`config.mk`:
```
export PLATFORM = sky130hd
export DESIGN_NAME = csi_master_receive_duplex
export DESIGN_NICKNAME = d
export VERILOG_FILES = /design/src/core/csi_chan_pkg.sv /design/src/core/csi_rate_divider.sv /design/src/core/csi_master_receive_duplex.sv
export SDC_FILE = /design/constraint.sdc
export NUM_CORES = 1
export LEC_CHECK = 0
export BUFFER_PORTS_ARGS = -buffer_cell sky130_fd_sc_hd__buf_2
export CORE_ASPECT_RATIO = 1.2
export CORE_MARGIN = 5
export CORE_UTILIZATION = 40
export DETAILED_ROUTE_END_ITERATION = 6
export GPL_TIMING_DRIVEN = 0
export SYNTH_ARGS = -nofsm -noshare
export SYNTH_HDL_FRONTEND = slang
export SYNTH_SLANG_ARGS = --single-unit
```
`constraint.sdc`:
```
create_clock -name clk -period 3.83 [get_ports clk]
set_clock_uncertainty 0.15 [all_clocks]
set_input_delay 0 -clock clk [delete_from_list [all_inputs] [get_ports clk]]
set_output_delay 0 -clock clk [all_outputs]
set_load 0.005 [all_outputs]
```
`src/core/csi_chan_pkg.sv`:
```
// Register map, field layout, types and helper functions of the serial channel.
package csi_chan_pkg;

  // ==========================================================
  // Register word indices (byte address is four times the index)
  localparam logic [2:0] REG_MODE = 3'h0;
  localparam logic [2:0] REG_CLKDIV = 3'h1;
  localparam logic [2:0] REG_DATA = 3'h2;
  localparam logic [2:0] REG_STATUS = 3'h3;
  localparam logic [2:0] REG_CONTROL = 3'h4;

  // ==========================================================
  // Field positions
  localparam int ST_BUSY = 0;
  localparam int ST_BUF_FULL = 1;
  localparam int ST_RX_FULL = 2;
  localparam int ST_OVERRUN = 3;
  localparam int CTRL_START = 0;
  localparam int CTRL_STOP = 1;
  localparam int CTRL_ENABLED = 0;
  localparam int SEL_LOW = 0;
  localparam int SEL_HIGH = 1;

  // ==========================================================
  // Widths and reset values
  localparam int MODE_W = 6;
  localparam int RATE_W = 11;
  localparam int DIV_CNT_W = 22;
  localparam logic [3:0] FRAME_LEN8 = 4'h8;
  localparam logic [3:0] FRAME_LEN7 = 4'h7;
  localparam logic [MODE_W-1:0] MODE_RESET = 6'h00;
  localparam logic [RATE_W-1:0] RATE_RESET = 11'h000;
  localparam logic [7:0] BYTE_ZERO = 8'h00;
  localparam logic [31:0] WORD_ZERO = 32'h0000_0000;

  // ==========================================================
  // Types
  typedef struct packed {
    logic len7;
    logic lsbFirst;
    logic clock_polarity_sel;
    logic data_phase_sel;
    logic txRx;
    logic interrupt_timing_sel;
  } cfg_t;

  typedef struct packed {
    logic [6:0] divider;
    logic [3:0] prescale;
  } rate_t;

  typedef enum logic [3:0] {
    ST_IDLE = 4'b0001,
    ST_LEAD = 4'b0010,
    ST_LOW = 4'b0100,
    ST_HIGH = 4'b1000
  } state_t;

  // ==========================================================
  // Decoders
  function automatic logic [3:0] frameLen(input cfg_t c);
    frameLen = c.len7 ? FRAME_LEN7 : FRAME_LEN8;
  endfunction

  function automatic logic headBit(input logic [7:0] sh, input cfg_t c);
    if (c.lsbFirst) begin
      headBit = sh[0];
    end else begin
      headBit = c.len7 ? sh[6] : sh[7];
    end
  endfunction

  function automatic logic [7:0] shiftIn(input logic [7:0] sh, input logic b, input cfg_t c);
    if (!c.lsbFirst) begin
      shiftIn = {sh[6:0], b};
    end else begin
      shiftIn = c.len7 ? {1'b0, b, sh[6:1]} : {b, sh[7:1]};
    end
  endfunction

endpackage

```
`src/core/csi_rate_divider.sv`:
```
// Half-period strobe generator for the serial clock.
`timescale 1ns/10ps

module csi_rate_divider
  import csi_chan_pkg::*;
(
  // Clock and reset
  input wire logic clk,
  input wire logic reset,
  // Control
  input wire logic run,
  input wire rate_t rate,
  // Strobe
  output logic tick
);

  logic [DIV_CNT_W-1:0] count;
  logic [DIV_CNT_W-1:0] next_count;
  logic [DIV_CNT_W-1:0] last;
  logic next_tick;

  // ==========================================================
  // Half period is (divider+1) << prescale clocks, at least one clock.
  // At the largest setting the shift wraps to zero, so last becomes all ones,
  // which is exactly 2^22 - 1.
  always_comb begin
    last = (DIV_CNT_W'(rate.divider) + DIV_CNT_W'(1)) << rate.prescale;
    last = last - DIV_CNT_W'(1);
    next_tick = run && (count == last);
    next_count = (!run || count == last) ? '0 : count + DIV_CNT_W'(1);
  end

  always_ff @(posedge clk or posedge reset) begin
    if (reset) begin
      count <= '0;
      tick <= 1'b0;
    end else begin
      count <= next_count;
      tick <= next_tick;
    end
  end

endmodule

```
`src/core/csi_master_receive_duplex.sv`:
```
// Clocked serial channel, master reception and master transmit/receive.
`timescale 1ns/10ps

// Summary of operation
// - Receive-only mode drives the serial clock and samples input, output pin undriven.
// - Transmit/receive mode shifts out and in at the same time under own clock.
// - One interrupt, at frame end or at buffer empty, chosen by software.
// - Only error indication is the overrun flag; no parity or framing checks.
// - Frames are seven or eight bits long.
// - Serial clock never runs faster than half the operation clock.
// - Slowest serial clock is clock divided by two, two to fifteen, and 128.
// - Data phase cleared: output data starts with the serial clock activity.
// - Data phase set: data starts half a serial clock before clock toggles.
// - Data phase moves output and input together in transmit/receive mode.
// - Polarity zero gives forward clocking, one gives inverted clocking.
// - Interrupt timing may change mid-transfer without disturbing the transfer.
// - Writing transmit data while the buffer is full replaces the held data.
// - Clearing interrupt timing moves the interrupt to frame-end timing.
module csi_master_receive_duplex
  import csi_chan_pkg::*;
(
  // Clock and reset
  input wire logic clk,
  input wire logic reset,
  // Wishbone slave
  input wire logic cyc_i,
  input wire logic stb_i,
  input wire logic we_i,
  input wire logic [4:2] adr_i,
  input wire logic [3:0] sel_i,
  input wire logic [31:0] dat_i,
  output logic [31:0] dat_o,
  output logic ack_o,
  // Serial pins
  output logic serialClockPin,
  input wire logic serialInPin,
  output logic serialOutPin,
  output logic serialOutEnable,
  // Interrupt request, one clock per event
  output logic channelInterrupt
);

  // ==========================================================
  // Bus decode
  logic req;
  logic wrReq;
  logic wrMode;
  logic wrRateLow;
  logic wrRateHigh;
  logic wrData;
  logic rdData;
  logic wrStatus;
  logic wrCtrl;

  assign req = cyc_i & stb_i & ~ack_o;
  assign wrReq = req & we_i;
  assign wrMode = wrReq & sel_i[SEL_LOW] & (adr_i == REG_MODE);
  assign wrRateLow = wrReq & sel_i[SEL_LOW] & (adr_i == REG_CLKDIV);
  assign wrRateHigh = wrReq & sel_i[SEL_HIGH] & (adr_i == REG_CLKDIV);
  assign wrData = wrReq & sel_i[SEL_LOW] & (adr_i == REG_DATA);
  assign rdData = req & ~we_i & (adr_i == REG_DATA);
  assign wrStatus = wrReq & sel_i[SEL_LOW] & (adr_i == REG_STATUS);
  assign wrCtrl = wrReq & sel_i[SEL_LOW] & (adr_i == REG_CONTROL);

  // ==========================================================
  // Register state
  cfg_t cfg;
  cfg_t next_cfg;
  rate_t rate;
  rate_t next_rate;
  logic enabled;
  logic next_enabled;
  logic next_ack;
  logic [31:0] next_dat;

  // ==========================================================
  // Channel state
  state_t state;
  state_t next_state;
  logic [3:0] bitCnt;
  logic [3:0] next_bitCnt;
  logic [7:0] shifter;
  logic [7:0] next_shifter;
  logic [7:0] txBuf;
  logic [7:0] next_txBuf;
  logic bufFull;
  logic next_bufFull;
  logic [7:0] rxData;
  logic [7:0] next_rxData;
  logic rxFull;
  logic next_rxFull;
  logic overrun;
  logic next_overrun;
  logic next_sck;
  logic next_so;
  logic next_soEn;
  logic next_irq;
  logic frameEnd;
  logic load;
  logic tick;

  csi_rate_divider rateGen (
    .clk(clk),
    .reset(reset),
    .run(state != ST_IDLE),
    .rate(rate),
    .tick(tick)
  );

  // ==========================================================
  // Register file and bus answer
  always_comb begin
    next_cfg = cfg;
    next_rate = rate;
    next_enabled = enabled;
    next_ack = req;
    next_dat = WORD_ZERO;
    if (wrMode) begin
      next_cfg = cfg_t'(dat_i[MODE_W-1:0]);
    end
    if (wrRateLow) begin
      next_rate[7:0] = dat_i[7:0];
    end
    if (wrRateHigh) begin
      next_rate[RATE_W-1:8] = dat_i[RATE_W-1:8];
    end
    if (wrCtrl && dat_i[CTRL_START]) begin
      next_enabled = 1'b1;
    end
    if (wrCtrl && dat_i[CTRL_STOP]) begin
      next_enabled = 1'b0;
    end
    if (req && !we_i) begin
      unique case (adr_i)
        REG_MODE: next_dat[MODE_W-1:0] = cfg;
        REG_CLKDIV: next_dat[RATE_W-1:0] = rate;
        REG_DATA: next_dat[7:0] = rxData;
        REG_STATUS: begin
          next_dat[ST_BUSY] = (state != ST_IDLE);
          next_dat[ST_BUF_FULL] = bufFull;
          next_dat[ST_RX_FULL] = rxFull;
          next_dat[ST_OVERRUN] = overrun;
        end
        REG_CONTROL: next_dat[CTRL_ENABLED] = enabled;
        default: next_dat = WORD_ZERO;
      endcase
    end
  end

  always_ff @(posedge clk or posedge reset) begin
    if (reset) begin
      cfg <= cfg_t'(MODE_RESET);
      rate <= rate_t'(RATE_RESET);
      enabled <= 1'b0;
      ack_o <= 1'b0;
      dat_o <= WORD_ZERO;
    end else begin
      cfg <= next_cfg;
      rate <= next_rate;
      enabled <= next_enabled;
      ack_o <= next_ack;
      dat_o <= next_dat;
    end
  end

  // ==========================================================
  // Serial engine
  // The buffer loads into the shifter whenever it is full, the channel is enabled and
  // the engine is either idle or just finishing a frame, so frames follow back to back.
  always_comb begin
    next_state = state;
    next_bitCnt = bitCnt;
    next_shifter = shifter;
    next_txBuf = txBuf;
    next_bufFull = bufFull;
    next_rxData = rxData;
    next_rxFull = rxFull;
    next_overrun = overrun;
    next_so = serialOutPin;
    next_irq = 1'b0;
    frameEnd = 1'b0;
    load = 1'b0;
    if (rdData) begin
      next_rxFull = 1'b0;
    end
    if (wrStatus && dat_i[ST_OVERRUN]) begin
      next_overrun = 1'b0;
    end
    if (tick) begin
      unique case (state)
        ST_LEAD: begin
          next_state = ST_LOW;
          next_shifter = shiftIn(shifter, serialInPin, cfg);
          next_bitCnt = bitCnt + 4'h1;
        end
        ST_LOW: begin
          next_state = ST_HIGH;
          if (!cfg.data_phase_sel) begin
            next_shifter = shiftIn(shifter, serialInPin, cfg);
            next_bitCnt = bitCnt + 4'h1;
          end else if (bitCnt != frameLen(cfg)) begin
            next_so = headBit(shifter, cfg);
          end
        end
        ST_HIGH: begin
          if (bitCnt == frameLen(cfg)) begin
            frameEnd = 1'b1;
          end else begin
            next_state = ST_LOW;
            if (cfg.data_phase_sel) begin
              next_shifter = shiftIn(shifter, serialInPin, cfg);
              next_bitCnt = bitCnt + 4'h1;
            end else begin
              next_so = headBit(shifter, cfg);
            end
          end
        end
        ST_IDLE: begin
          next_state = state;
        end
      endcase
    end
    if (frameEnd) begin
      next_rxData = cfg.len7 ? {1'b0, shifter[6:0]} : shifter;
      next_rxFull = 1'b1;
      next_state = ST_IDLE;
      if (rxFull && !rdData) begin
        next_overrun = 1'b1;
      end
      if (!cfg.interrupt_timing_sel) begin
        next_irq = 1'b1;
      end
    end
    if (enabled && bufFull && (state == ST_IDLE || frameEnd)) begin
      load = 1'b1;
      next_bufFull = 1'b0;
      next_shifter = txBuf;
      next_bitCnt = 4'h0;
      next_so = headBit(txBuf, cfg);
      next_state = cfg.data_phase_sel ? ST_LEAD : ST_LOW;
      if (cfg.interrupt_timing_sel) begin
        next_irq = 1'b1;
      end
    end
    if (wrData) begin
      next_txBuf = dat_i[7:0];
      next_bufFull = 1'b1;
    end
    if (!enabled) begin
      next_state = ST_IDLE;
    end
    // Forward clocking idles high and pulses low; polarity set inverts it.
    next_sck = (next_state == ST_LOW) ? next_cfg.clock_polarity_sel
                                      : ~next_cfg.clock_polarity_sel;
    next_soEn = next_enabled & next_cfg.txRx;
  end

  always_ff @(posedge clk or posedge reset) begin
    if (reset) begin
      state <= ST_IDLE;
      bitCnt <= 4'h0;
      shifter <= BYTE_ZERO;
      txBuf <= BYTE_ZERO;
      bufFull <= 1'b0;
      rxData <= BYTE_ZERO;
      rxFull <= 1'b0;
      overrun <= 1'b0;
      serialClockPin <= 1'b1;
      serialOutPin <= 1'b0;
      serialOutEnable <= 1'b0;
      channelInterrupt <= 1'b0;
    end else begin
      state <= next_state;
      bitCnt <= next_bitCnt;
      shifter <= next_shifter;
      txBuf <= next_txBuf;
      bufFull <= next_bufFull;
      rxData <= next_rxData;
      rxFull <= next_rxFull;
      overrun <= next_overrun;
      serialClockPin <= next_sck;
      serialOutPin <= next_so;
      serialOutEnable <= next_soEn;
      channelInterrupt <= next_irq;
    end
  end

  // ==========================================================
  // Assertions
  property p_rx_only_quiet;
    @(posedge clk) disable iff (reset) !cfg.txRx |-> !serialOutEnable;
  endproperty
  a_rx_only_quiet: assert property (p_rx_only_quiet)
    else $error("output driven in receive-only mode");

  property p_idle_clock;
    @(posedge clk) disable iff (reset)
      state == ST_IDLE |-> serialClockPin != cfg.clock_polarity_sel;
  endproperty
  a_idle_clock: assert property (p_idle_clock)
    else $error("serial clock active while idle");

  property p_active_level;
    @(posedge clk) disable iff (reset)
      state == ST_LOW |-> serialClockPin == cfg.clock_polarity_sel;
  endproperty
  a_active_level: assert property (p_active_level)
    else $error("serial clock active level wrong");

  property p_rate_limit;
    @(posedge clk) disable iff (reset)
      ($past(state) != ST_IDLE && state != $past(state) && state != ST_IDLE) |-> $past(tick);
  endproperty
  a_rate_limit: assert property (p_rate_limit)
    else $error("serial clock phase changed without strobe");

  property p_frame_len;
    @(posedge clk) disable iff (reset) frameEnd |-> bitCnt == frameLen(cfg);
  endproperty
  a_frame_len: assert property (p_frame_len)
    else $error("frame ended with wrong bit count");

  property p_overrun;
    @(posedge clk) disable iff (reset) frameEnd && rxFull && !rdData |=> overrun;
  endproperty
  a_overrun: assert property (p_overrun)
    else $error("overrun not flagged");

  property p_overrun_cause;
    @(posedge clk) disable iff (reset) $rose(overrun) |-> $past(frameEnd);
  endproperty
  a_overrun_cause: assert property (p_overrun_cause)
    else $error("overrun set without frame end");

  property p_end_irq;
    @(posedge clk) disable iff (reset)
      frameEnd && !cfg.interrupt_timing_sel |=> channelInterrupt;
  endproperty
  a_end_irq: assert property (p_end_irq)
    else $error("missing transfer-end interrupt");

  property p_empty_irq;
    @(posedge clk) disable iff (reset)
      load && cfg.interrupt_timing_sel |=> channelInterrupt ##1 !channelInterrupt;
  endproperty
  a_empty_irq: assert property (p_empty_irq)
    else $error("buffer-empty interrupt wrong");

  property p_overwrite;
    @(posedge clk) disable iff (reset)
      wrData |=> bufFull && txBuf == $past(dat_i[7:0]);
  endproperty
  a_overwrite: assert property (p_overwrite)
    else $error("transmit buffer not replaced");

  property p_phase_start;
    @(posedge clk) disable iff (reset)
      load && enabled |=> state == ($past(cfg.data_phase_sel) ? ST_LEAD : ST_LOW);
  endproperty
  a_phase_start: assert property (p_phase_start)
    else $error("frame started in wrong phase");

  c_frame_end: cover property (@(posedge clk) disable iff (reset) frameEnd);
  c_back_to_back: cover property (@(posedge clk) disable iff (reset) frameEnd && load);
  c_overrun: cover property (@(posedge clk) disable iff (reset) $rose(overrun));
  c_lead: cover property (@(posedge clk) disable iff (reset) state == ST_LEAD);

endmodule

```
### After elaboration in Yosys (flattened, before gate mapping)

Index checks and enable logic that the tools add are counted.

* input port bits: 45
* flip-flop bits (word level): 113
* word-level logic and storage cells: 147
* output and inout port bits: 37

* eq/ne operators: 19
* shift-type cells: 1
* $add $sub $neg: 4
* reductions and logical operators: 21
* multiplexer cells: 59
* bitwise operators: 17

Operators by type and width (number)
* 8-bit two-way mux: 8
* 4-bit two-way mux: 12
* 1-bit two-way mux: 27
* 8-bit one-hot mux with 3 select lines: 1
* 22-bit by 1-bit adder with 22-bit output (second input constant): 1
* 22-bit equality test: 1
* 22-bit two-way mux: 1
* 22-bit by 4-bit left shift with 22-bit output: 1
* 22-bit by 1-bit subtractor with 22-bit output (second input constant): 1
* 3-bit inequality test (second input constant): 6
* 4-bit one-hot mux with 4 select lines: 1
* 1-bit bitwise AND: 14
* 3-bit one-hot mux with 4 select lines: 1
* 4-bit one-hot mux with 3 select lines: 1
* 11-bit two-way mux: 1
* 7-bit by 1-bit adder with 8-bit output (second input constant): 1
* 4-bit by 3-bit equality test with 1-bit output (second input constant): 2
* 1-bit logical AND: 8
* 3-bit by 2-bit equality test with 1-bit output (second input constant): 2
* 3-bit two-way mux: 2
* 2-bit one-hot mux with 3 select lines: 1
* 6-bit AND reduction: 1
* 2-bit nonzero test: 3
* 1-bit one-hot mux with 5 select lines: 1
* 18 further kinds: 23

### Depth between registers and ports, before layout

Gate-level depths: netlist of the first run.

* depth after elaboration: 11
* mapped depth: 16

### Cells and area by module

A second synthesis of the first run with hierarchy kept.

* cell total of the unflattened synthesis: 735
* area total of the unflattened synthesis: 7056.8 µm²

Modules (own cells, without submodules)
* csi_master_receive_duplex: instances 1, area each 3570.9 µm², cells each 297
* csi_rate_divider: instances 1, area each 3485.8 µm², cells each 438

### Least setup slack after synthesis of the first run

Ideal clock, no wire load.

* path type: register to register
* start point: register, netlist name rate[2]
* end point: register rateGen.count[17]
* data arrival time: 3.601 ns
* required time: 3.561 ns
* stages on the path, launching flop included: 15
* path slack: -0.040 ns
* cells stage by stage: dfrtp_1 > inv_1 > clkbuf_1 > nand2_1 > or2_2 > ha_1 > xor2_1 > or3b_2 > a221o_1 > a2111oi_4 > nor4b_2 > nand4b_1 > o41ai_4 > buf_6 > nor2_2

* cells in the longest elaborated chain, start to end: 5

Ends and longest elaborated chain
* 22-bit by 4-bit left shift with 22-bit output: RTL line csi_rate_divider.sv:27 `last = (DIV_CNT_W'(rate.divider) + DIV_CNT_W'(1)) << rate.prescale;`
* 22-bit by 1-bit subtractor with 22-bit output: RTL line csi_rate_divider.sv:28 `last = last - DIV_CNT_W'(1);`
* 22-bit equality test: RTL line csi_rate_divider.sv:30 `next_count = (!run || count == last) ? '0 : count + DIV_CNT_W'(1);`
* 1-bit logical OR: RTL line csi_rate_divider.sv:30
* 22-bit two-way mux: RTL line csi_rate_divider.sv:30
* named net rateGen.next_count[17]: RTL line csi_rate_divider.sv:18 `logic [DIV_CNT_W-1:0] next_count;`
* to (signal assigned): RTL line csi_rate_divider.sv:38 `count <= next_count;`
* to (decl): RTL line csi_rate_divider.sv:17 `logic [DIV_CNT_W-1:0] count;`

The timed path passes the listed nets, and every way through them passes these cells.
A chain may end at the register's enable or synchronous reset.

### Worst setup path after layout of the first run

* start point: register, netlist name rate[5]
* end point: register rateGen.count[20]

* cells in the longest elaborated chain, start to end: 6

Ends and longest elaborated chain (RTL line)
* 7-bit by 1-bit adder with 8-bit output: csi_rate_divider.sv:27
* 22-bit by 4-bit left shift with 22-bit output: csi_rate_divider.sv:27
* 22-bit by 1-bit subtractor with 22-bit output: csi_rate_divider.sv:28
* 22-bit equality test: csi_rate_divider.sv:30
* 1-bit logical OR: csi_rate_divider.sv:30
* 22-bit two-way mux: csi_rate_divider.sv:30
* named net rateGen.next_count[20]: csi_rate_divider.sv:18

The timed path passes the listed nets, and every way through them passes these cells.

==> flow_summary.ini, run 1 <==
[yosys]
netlist_instances = 645
ys_warn_count = 0
synth_area_mm2 = 0.00614
async_reset_ff_share_pct = 100
synth_edf_count = 0
seq_area_frac_synth_pct = 37.6
yosysMostFrequentCell = dfrtp_1
synth_top_cell_by_area = dfrtp_1
syn_area_per_cell_um2 = 9.51
yosysUniqueCellTypes = 81
synth_commonest_cells = 90 x dfrtp_1, 45 x nor2_1, 43 x nand2_1
ys_ff_latch = 92
synth_top_area_share_pct = 36.7
synthFlopType = dfrtp_1
synth.area.top_cells = dfrtp_1 37%, mux2_2 6.4%, xnor2_1 4.9%

[placement]
dpl.hpwl_mm = 12.1
gp_congestion = 0.882
port_buffers = 36
dp.cells = 906
preCtsSetupSlack_ns = -0.745
placed_area_mm2 = 0.00671

[final_layout]
diodes = 0
fillers = 1368
fin_cells = 987
nets = 827
design_area_mm2 = 0.00796
drive_above_1_share_pct = 34.5
syn2layout_area_growth_pct = 29.8
utilization_pct = 53.0

[setup_path]
cp-endpoint = rateGen.count[20]
crit_family = compound AO/OA/AOI/OAI gates
cp_max_fo = 6
crit_type = reg2reg
startpoint = rate[5]
critPathSlowestCell = dfrtp_2
path_buf_inv = 4
path_cells = ha_4 -> nand3_2 -> xnor2_2 -> a311oi_2 -> buf_4 -> a311oi_4 -> a221o_2 -> nor4_4 -> nand3_1 -> o32a_1 -> a21o_1 -> o41ai_4 -> buf_6 -> buf_6 -> buf_16 -> nor2_2
cpPeakStageDelay_ns = 0.44
ff2ff_path_depth = 16
cp_num_cells = 16
reg2reg_from = rate[5]
critPathCaptureType = flop
timing.rr.end = rateGen.count[20]
cp.arrival_ns = 4.16
crit_required_ns = 3.92
start_kind = flop
cpMostUsedCell = buf_6
reg2reg_slack_ns = -0.24

[min_path]
min_path_type = in2reg

[drt]
dr.pass1.iters = 5
finalWirelength_mm = 17.0
drc = 0
vias = 5451
wire_per_inst_um = 17.3
vias_per_cell = 5.52
drt_iter0_drc = 334
final_antenna_net_count = 0

[clocking]
clock_latency_ns = 0.35
cts-root-buf = clkbuf_16
cts_buffers = 9
clock_sinks = 92
cts_tree = built
clk_path_buf_depth = 2
cts_max_level = 3
clk_pin_slew_ns = 0.07

[sta]
maxSlewViolCount = 0
fmax_ghz = 0.246
fin_crit_sh_pct = 106
period_needed_ns = 4.07
max-slew-margin-rel_pct = 45.4
setup_viol = 22
tns_ns = -4.45
finalHoldViolCount = 0
rsz0062_at_grt = yes
timing.hold.ws_ns = 0.0367
fin_ws_ns = -0.240
worst_pin_slew_ns = 0.814

[outcome]
status = finished, violations left
violations = setup timing

[power_and_ir_drop]
switchingPower_mw = 1.11
cellLeakagePower_nw = 3.38
swShare_pct = 34.9
seq_power_share_pct = 35.9
powerDensity_mw_per_mm2 = 398
internal_power_mw = 2.06
finalPower_mw = 3.17
p_comb_share_pct = 37.0
clockPowerShare_pct = 27.2
peakVddDrop_uv = 316

[global_routing]
antenna_found_initial = 0
grt_first_pass_wirelength_mm = 27.6
grt_util_all_layers_pct = 19.2
grt_max_degree = 63
overflow = 0
first_global_vias = 5506

[floorplan]
start_util_pct = 40.9
fp.dieH_um = 146
io_pins = 82
core_area_mm2 = 0.0150
rows = 49
die_area_mm2 = 0.0179
die_x_um = 123

[job]
drv_cap = 0
[sequential cells by signal, indices dropped and copies added (netlist names)]
register / cells
cfg: 6
rxData: 8
overrun: 1
bufFull: 1
rxFull: 1
serialOutPin: 1
state: 4
ack_o: 1
shifter: 8
txBuf: 8
enabled: 1
rateGen.count: 22
bitCnt: 4
serialOutEnable: 1
rateGen.tick: 1
channelInterrupt: 1
serialClockPin: 1
rate: 11
dat_o: 11
[worst register-to-register path, cell delays in order (launching register included)]
cell and delay (ns):
dfrtp_2 0.44, ha_4 0.22, nand3_2 0.12, xnor2_2 0.18, a311oi_2 0.28, buf_4 0.20
a311oi_4 0.11, a221o_2 0.41, nor4_4 0.38, nand3_1 0.15, o32a_1 0.37, a21o_1 0.20
o41ai_4 0.30, buf_6 0.17, buf_6 0.12, buf_16 0.13, nor2_2 0.04
[power groups by stage]
| stage | logic, mW | registers (mW) | clock network (mW) |
|---|---|---|---|
| 2_1_floorplan | 0.694 | 1.12 | 0 |
| 3_3_place_gp | 0.848 | 1.15 | 0 |
| 3_5_place_dp | 0.872 | 1.15 | 0 |
| 4_1_cts | 1.02 | 1.14 | 0.887 |
| 5_1_grt | 1.26 | 1.15 | 0.916 |
| 6_report | 1.17 | 1.14 | 0.861 |
[timing repair]
item,CTS,global route
pin swaps,28,25
hold endpoints to repair,123,0
setup buffers,28,19
hold buffers,20,0
gates cloned,2,0
resized for setup,45,39
setup endpoints to repair,23,25
[worst min path at each step]
| stage | startpoint | end | slack, ns | cells past startpoint |
|---|---|---|---|---|
| 6_report | adr_i[3] | rxFull | 0.04 | 4 |
| 5_1_grt | adr_i[3] | rxFull | 0.09 | 4 |
| 4_1_cts | adr_i[3] | rxFull | 0.008 | 4 |
| 3_5_place_dp | reset | shifter[5] | -0.11 | 2 |
| 3_3_place_gp | dat_i[8] | rate[8] | 0.08 | 2 |
| 2_1_floorplan | dat_i[1] | enabled | -0.05 | 1 |
[cell usage in the layout, fill, tap and decap left out, types with 6 or more instances in the layout]
cell type | netlist | final
nor2_2 | 20 | 14
buf_6 | 4 | 10
a22oi_1 | 7 | 6
inv_1 | 21 | 18
o211ai_1 | 7 | 7
buf_4 | 22 | 63
nor2_1 | 45 | 43
mux2_2 | 35 | 35
nand3_1 | 22 | 20
xor2_1 | 18 | 15
and3b_1 | 6 | 6
nor2b_1 | 7 | 7
nor2_4 | 0 | 8
buf_2 | 6 | 38
nor3_1 | 19 | 16
o221a_2 | 7 | 7
nand2b_1 | 8 | 8
mux2i_1 | 12 | 11
xnor2_1 | 34 | 31
dlygate4sd3_1 | 0 | 20
o21ai_0 | 25 | 20
a21oi_1 | 26 | 23
and3_1 | 13 | 13
nand2_1 | 43 | 40
and2_1 | 10 | 9
clkbuf_16 | 0 | 9
dfrtp_1 | 90 | 87
clkbuf_1 | 17 | 13
conb_1 | 1 | 21
nand4_1 | 7 | 7
[per-layer routing]
metal  track usage (%)  part of all wire, %  vias to the layer above
met1              23.2                   40                     2674
met2              33.4                   52                      172
met4              9.58                  3.8                        0
met5                 0                    0                        -
li1                  -                    -                     2565
met3              1.94                  3.8                       40
[cell type report]
cell class	count	area [um2]	share of cell area, %
Buffer	46	333	4.18
Sequential cell	92	2310	29.0
Tap cell	204	255	3.21
Clock buffer	10	229	2.88
Clock inverter	6	47.5	0.597
Multi-Input combinational cell	502	3860	48.5
Inverter	21	81.3	1.02
Timing Repair Buffer	106	847	10.6
[cells by family after synthesis]
kind of cell             after synthesis  synth area share, %
XOR/XNOR                              52                 7.42
adder cells (fa/ha/maj)                4                0.816
flip-flops                            92                 37.6
buffers and inverters                 71                 6.30
other                                  1               0.0611
multiplexers                          51                 9.85
AND/OR/NAND/NOR                      240                 21.7
AO/OA/AOI/OAI                        134                 16.3
Note: power is estimated with default switching activity, not from simulation.
==> run 2, diff against run 1 <==
BUFFER_PORTS_ARGS = -buffer_cell sky130_fd_sc_hd__buf_4   (was -buffer_cell sky130_fd_sc_hd__buf_2)
==> run 2 against run 1 <==
The run still ends with setup timing left; utilization is 1.7 points higher; largest power group unchanged; final cell count grew 0.41%; largest cell class unchanged; critical endpoint is now rateGen.count[6]; non-clock buffer count rose by 4; clock power up 25%.
==> flow_summary.ini, run 2 (synthesized netlist as in run 1, its figures left out) <==
[placement]
port_buffers = 36
dpl.hpwl_mm = 11.9
gp_congestion = 0.884
dp.cells = 906

[clocking]
clk_path_buf_depth = 2
clock_sinks = 92
cts_max_level = 3
clock_latency_ns = 0.36
clk_pin_slew_ns = 0.07
cts_buffers = 9
cts_tree = built
cts-root-buf = clkbuf_16

[power_and_ir_drop]
peakVddDrop_uv = 288
powerDensity_mw_per_mm2 = 418
cellLeakagePower_nw = 3.47
finalPower_mw = 3.44

[min_path]
min_path_type = in2async

[setup_path]
crit_type = reg2reg
critPathSlowestCell = a221o_2
start_kind = flop
cpPeakStageDelay_ns = 0.47
cp_max_fo = 7
path_cells = buf_6 -> buf_4 -> buf_4 -> mux2i_1 -> a221o_1 -> a21oi_1 -> a21o_2 -> a221o_2 -> buf_4 -> nor4_4 -> nand3_1 -> o32a_1 -> a21o_1 -> o41ai_4 -> buf_6 -> buf_12 -> buf_16 -> nor2_2
timing.rr.end = rateGen.count[6]
reg2reg_from = rate[1]
cp.arrival_ns = 4.17
critPathCaptureType = flop
crit_required_ns = 3.93
ff2ff_path_depth = 18
reg2reg_slack_ns = -0.25
cpMostUsedCell = buf_4

[global_routing]
grt_first_pass_wirelength_mm = 27.3
antenna_found_initial = 0
first_global_vias = 5463
grt_util_all_layers_pct = 19.0
overflow = 0
grt_max_degree = 62

[final_layout]
syn2layout_area_growth_pct = 33.8
final_common_cell = buf_4
reg_top3 = rateGen.count (22), dat_o (11), rate (11)
fin_cells = 991
largest_reg_flops = 22
diodes = 0
nets = 831
mostFrequentLayoutCells = 101 x buf_4, 86 x dfrtp_1, 42 x nor2_1
drive_above_1_share_pct = 35.2
utilization_pct = 54.7
regMostFlops = rateGen.count

[sta]
worst_pin_slew_ns = 0.834
fin_crit_sh_pct = 106
fin_ws_ns = -0.246
rsz0062_at_grt = yes
max-slew-margin-rel_pct = 44.1
setup_viol = 22
finalHoldViolCount = 0
maxSlewViolCount = 0
tns_ns = -4.29
fmax_ghz = 0.245
period_needed_ns = 4.08

[floorplan]
io_pins = 82
core_area_mm2 = 0.0150
rows = 49
start_util_pct = 40.9
die_area_mm2 = 0.0179
fp.dieH_um = 146
die_x_um = 123

[drt]
finalWirelength_mm = 17.1
final_antenna_net_count = 0
drt_iter0_drc = 390
dr.pass1.iters = 5
wire_per_inst_um = 17.2
vias_per_cell = 5.56
vias = 5511
drc = 0

[outcome]
violations = setup timing
status = finished, violations left

[job]
drv_cap = 0
[run 2: cell count changes in the layout (fill, tap and decap cells not counted), moves of 5 or more]
cell | previous run | this run
buf_4 | 63 | 101
buf_2 | 38 | 2
nor2_4 | 8 | 3
nor2_2 | 14 | 20
[run 2: critical path: cells and delay by family, from the launching register on]
kind,cells,cell delay (ns)
muxes,1,0.15
DFF,1,0.44
and+or+nand+nor,3,0.45
AOI/OAI and AO/OA,7,1.77
buffers and inverters,7,1.01
[run 2: worst max path at each step]
stage / from / end / slack, ns / depth (start not counted)
after floorplan: rate[4] / rateGen.count[17] / 0.0004 / 16
after global placement: rate[5] / rateGen.count[18] / -0.71 / 14
after detailed placement: rate[5] / rateGen.count[17] / -0.72 / 15
after CTS: rate[1] / rateGen.count[3] / -0.20 / 15
after global routing: rate[1] / rateGen.count[11] / -0.34 / 19
final: rate[1] / rateGen.count[6] / -0.25 / 18
[run 2: metrics by stage]
stage / hold slack (ns) / instance area (um2) / worst slack, ns
finish: 0.0631 / 8210 / -0.246
global route: 0.0757 / 8210 / -0.343
CTS: 0.0233 / 7750 / -0.198
detailed placement: -0.103 / 6800 / -0.723
global placement: 0.0783 / 6770 / -0.707
floorplan: -0.0544 / 6250 / 0.000369
[run 2: per-layer routing]
metal	global-route usage, %	part of all wire (%)
met1	22.3	39
met4	8.53	4.1
met5	0	0
met3	2.33	4.3
met2	34.0	53
[run 2: layout make-up]
class | count | area [um2]
plain buffers | 46 | 340
flip-flops and latches | 92 | 2310
well taps | 204 | 255
clock inverters | 7 | 129
clock buffers | 9 | 225
fillers | 1327 | 6810
inverters | 21 | 81.3
repair buffers | 110 | 975
multi-input cells | 502 | 3900
[run 2: repair_timing]
action | in CTS | in global routing
endpoints found under the setup margin | 23 | 25
hold endpoints to repair | 125 | 0
hold buffers | 21 | 0
resized for setup | 37 | 56
pin swaps | 17 | 26
cloned | 1 | 1
buffers inserted | 28 | 22
[run 2: report_power, final]
part           switching, mW  internal, mW
combinational          0.626         0.596
clock                  0.427         0.650
sequential            0.0877          1.05
total                   1.14          2.30
==> run 3, diff against run 2 <==
CORE_ASPECT_RATIO = not set   (was 1.2)
==> run 3 against run 2 <==
Largest power group is now sequential cells; sequential power barely moved; utilization fell by 2.6 points; sequential cell count did not move; register-to-register slack got worse by 0.03 ns; first-iteration DRC count fell by 14%; clock power fell by 20%; hold slack improved by 0.015 ns; sequential share of layout area rose by 1.1 points; critical endpoint is now rateGen.count[3]; count of clock-buffer cells in the layout did not move; non-clock buffer count fell by 7; the run still ends with setup timing left; final cell count fell by 2.3%; largest cell class unchanged.
==> flow_summary.ini, run 3 (synthesized netlist as in run 1, its figures left out) <==
[setup_path]
startpoint = rate[1]
cp.arrival_ns = 4.20
path_cells = buf_4 -> or2_4 -> or4_4 -> o221a_4 -> a221o_1 -> and4_4 -> or3_4 -> a2111oi_4 -> nor4b_2 -> nand4b_1 -> o41ai_4 -> buf_6 -> buf_12 -> buf_16 -> nor2_2
critPathCaptureType = flop
start_kind = flop
crit_type = reg2reg
critPathSlowestCell = or4_4
cpPeakStageDelay_ns = 0.50
crit_required_ns = 3.93
cp_max_fo = 5
reg2reg_from = rate[1]

[clocking]
clock_sinks = 92
cts_tree = built
cts_buffers = 9
cts_max_level = 3
cts-root-buf = clkbuf_16
clock_latency_ns = 0.36
clk_path_buf_depth = 2
clk_pin_slew_ns = 0.07

[sta]
fin_crit_sh_pct = 107
fin_ws_ns = -0.274
maxSlewViolCount = 0
setup_viol = 23
fmax_ghz = 0.244
timing.hold.ws_ns = 0.0780
period_needed_ns = 4.10
rsz0062_at_grt = yes
worst_pin_slew_ns = 0.834
finalHoldViolCount = 0
max-slew-margin-rel_pct = 44.1

[final_layout]
regMostFlops = rateGen.count
reg_top3 = rateGen.count (22), dat_o (11), rate (11)
diodes = 0
mostFrequentLayoutCells = 91 x buf_4, 87 x dfrtp_1, 43 x nor2_1
syn2layout_area_growth_pct = 28.6
drive_above_1_share_pct = 32.3
final_common_cell = buf_4
nets = 824
design_area_mm2 = 0.00789
utilization_pct = 52.1
largest_reg_flops = 22

[placement]
preCtsSetupSlack_ns = -0.751
gp_congestion = 0.935
placed_area_mm2 = 0.00678
port_buffers = 36
dpl.hpwl_mm = 11.7

[global_routing]
grt_max_degree = 50
overflow = 0
grt_first_pass_wirelength_mm = 26.8
antenna_found_initial = 0
grt_util_all_layers_pct = 18.4
first_global_vias = 5346

[floorplan]
start_util_pct = 40.5
core_area_mm2 = 0.0151
die_x_um = 134
io_pins = 82
rows = 45
die_area_mm2 = 0.0179
fp.dieH_um = 134

[job]
drv_cap = 0

[drt]
vias_per_cell = 5.58
finalWirelength_mm = 16.2
drt_iter0_drc = 334
drc = 0
dr.pass1.iters = 5
vias = 5404
wire_per_inst_um = 16.8
final_antenna_net_count = 0

[min_path]
min_path_type = in2reg
hold_start = sel_i[0]

[outcome]
violations = setup timing
status = finished, violations left

[power_and_ir_drop]
peakVddDrop_uv = 396
powerDensity_mw_per_mm2 = 394
finalPower_mw = 3.11
cellLeakagePower_nw = 3.36
==> run 3: where the power goes <==
group,internal (mW),switching (mW)
registers,1.05,0.0852
logic,0.539,0.570
clock network,0.449,0.419
total,2.04,1.07
==> run 3: repair_timing <==
| item | CTS | global route |
|---|---|---|
| cloned | 1 | 0 |
| gates resized for setup | 44 | 14 |
| hold buffers | 22 | 0 |
| hold endpoints to repair | 80 | 0 |
| buffers inserted | 33 | 10 |
| endpoints found under the setup margin | 23 | 25 |
| pin swaps | 24 | 11 |
==> run 3: metrics by stage <==
stage | instances | setup TNS, ns
floorplan | 665 | 0
global placement | 889 | -14.87
detailed placement | 890 | -16.07
CTS | 960 | -2.80
global route | 968 | -7.81
finish | 968 | -4.97
==> run 3: critical path, delay by kind of cell, from the launching register on <==
family | cells | cell delay, ns
flops | 1 | 0.45
simple gates | 7 | 1.76
compound gates | 4 | 1.08
buf+inv | 4 | 0.53
==> run 3: worst paths after layout <==
kind	slack, ns	cells after the start	endpoint
worst max-delay path	-0.27	15	rateGen.count[3]
worst min-delay path	0.08	6	overrun
worst max register to register	-0.27	15	rateGen.count[3]
worst min register to register	0.34	1	serialOutPin
max in group asynchronous	2.72	4	serialClockPin
min in group asynchronous	0.11	3	rxData[4]
==> run 3: cell type report <==
type / count / area, um2
fillers: 1362 / 7250
plain buffers: 46 / 334
repair buffers: 103 / 920
flip-flops and latches: 92 / 2310
clock buffers: 9 / 225
multi-input cells: 502 / 3730
well taps: 188 / 235
clock inverters: 7 / 57.6
inverters: 21 / 81.3
==> run 3: per-layer routing <==
| layer | track usage (%) | vias up | wire length, um | share of wire [%] |
|---|---|---|---|---|
| met4 | 5.43 | 0 | 263 | 1.6 |
| met1 | 22.2 | 2681 | 6880 | 42 |
| met3 | 3.34 | 19 | 645 | 4.0 |
| met5 | 0 | - | 0 | 0 |
| li1 | - | 2575 | - | - |
| met2 | 33.2 | 129 | 8460 | 52 |
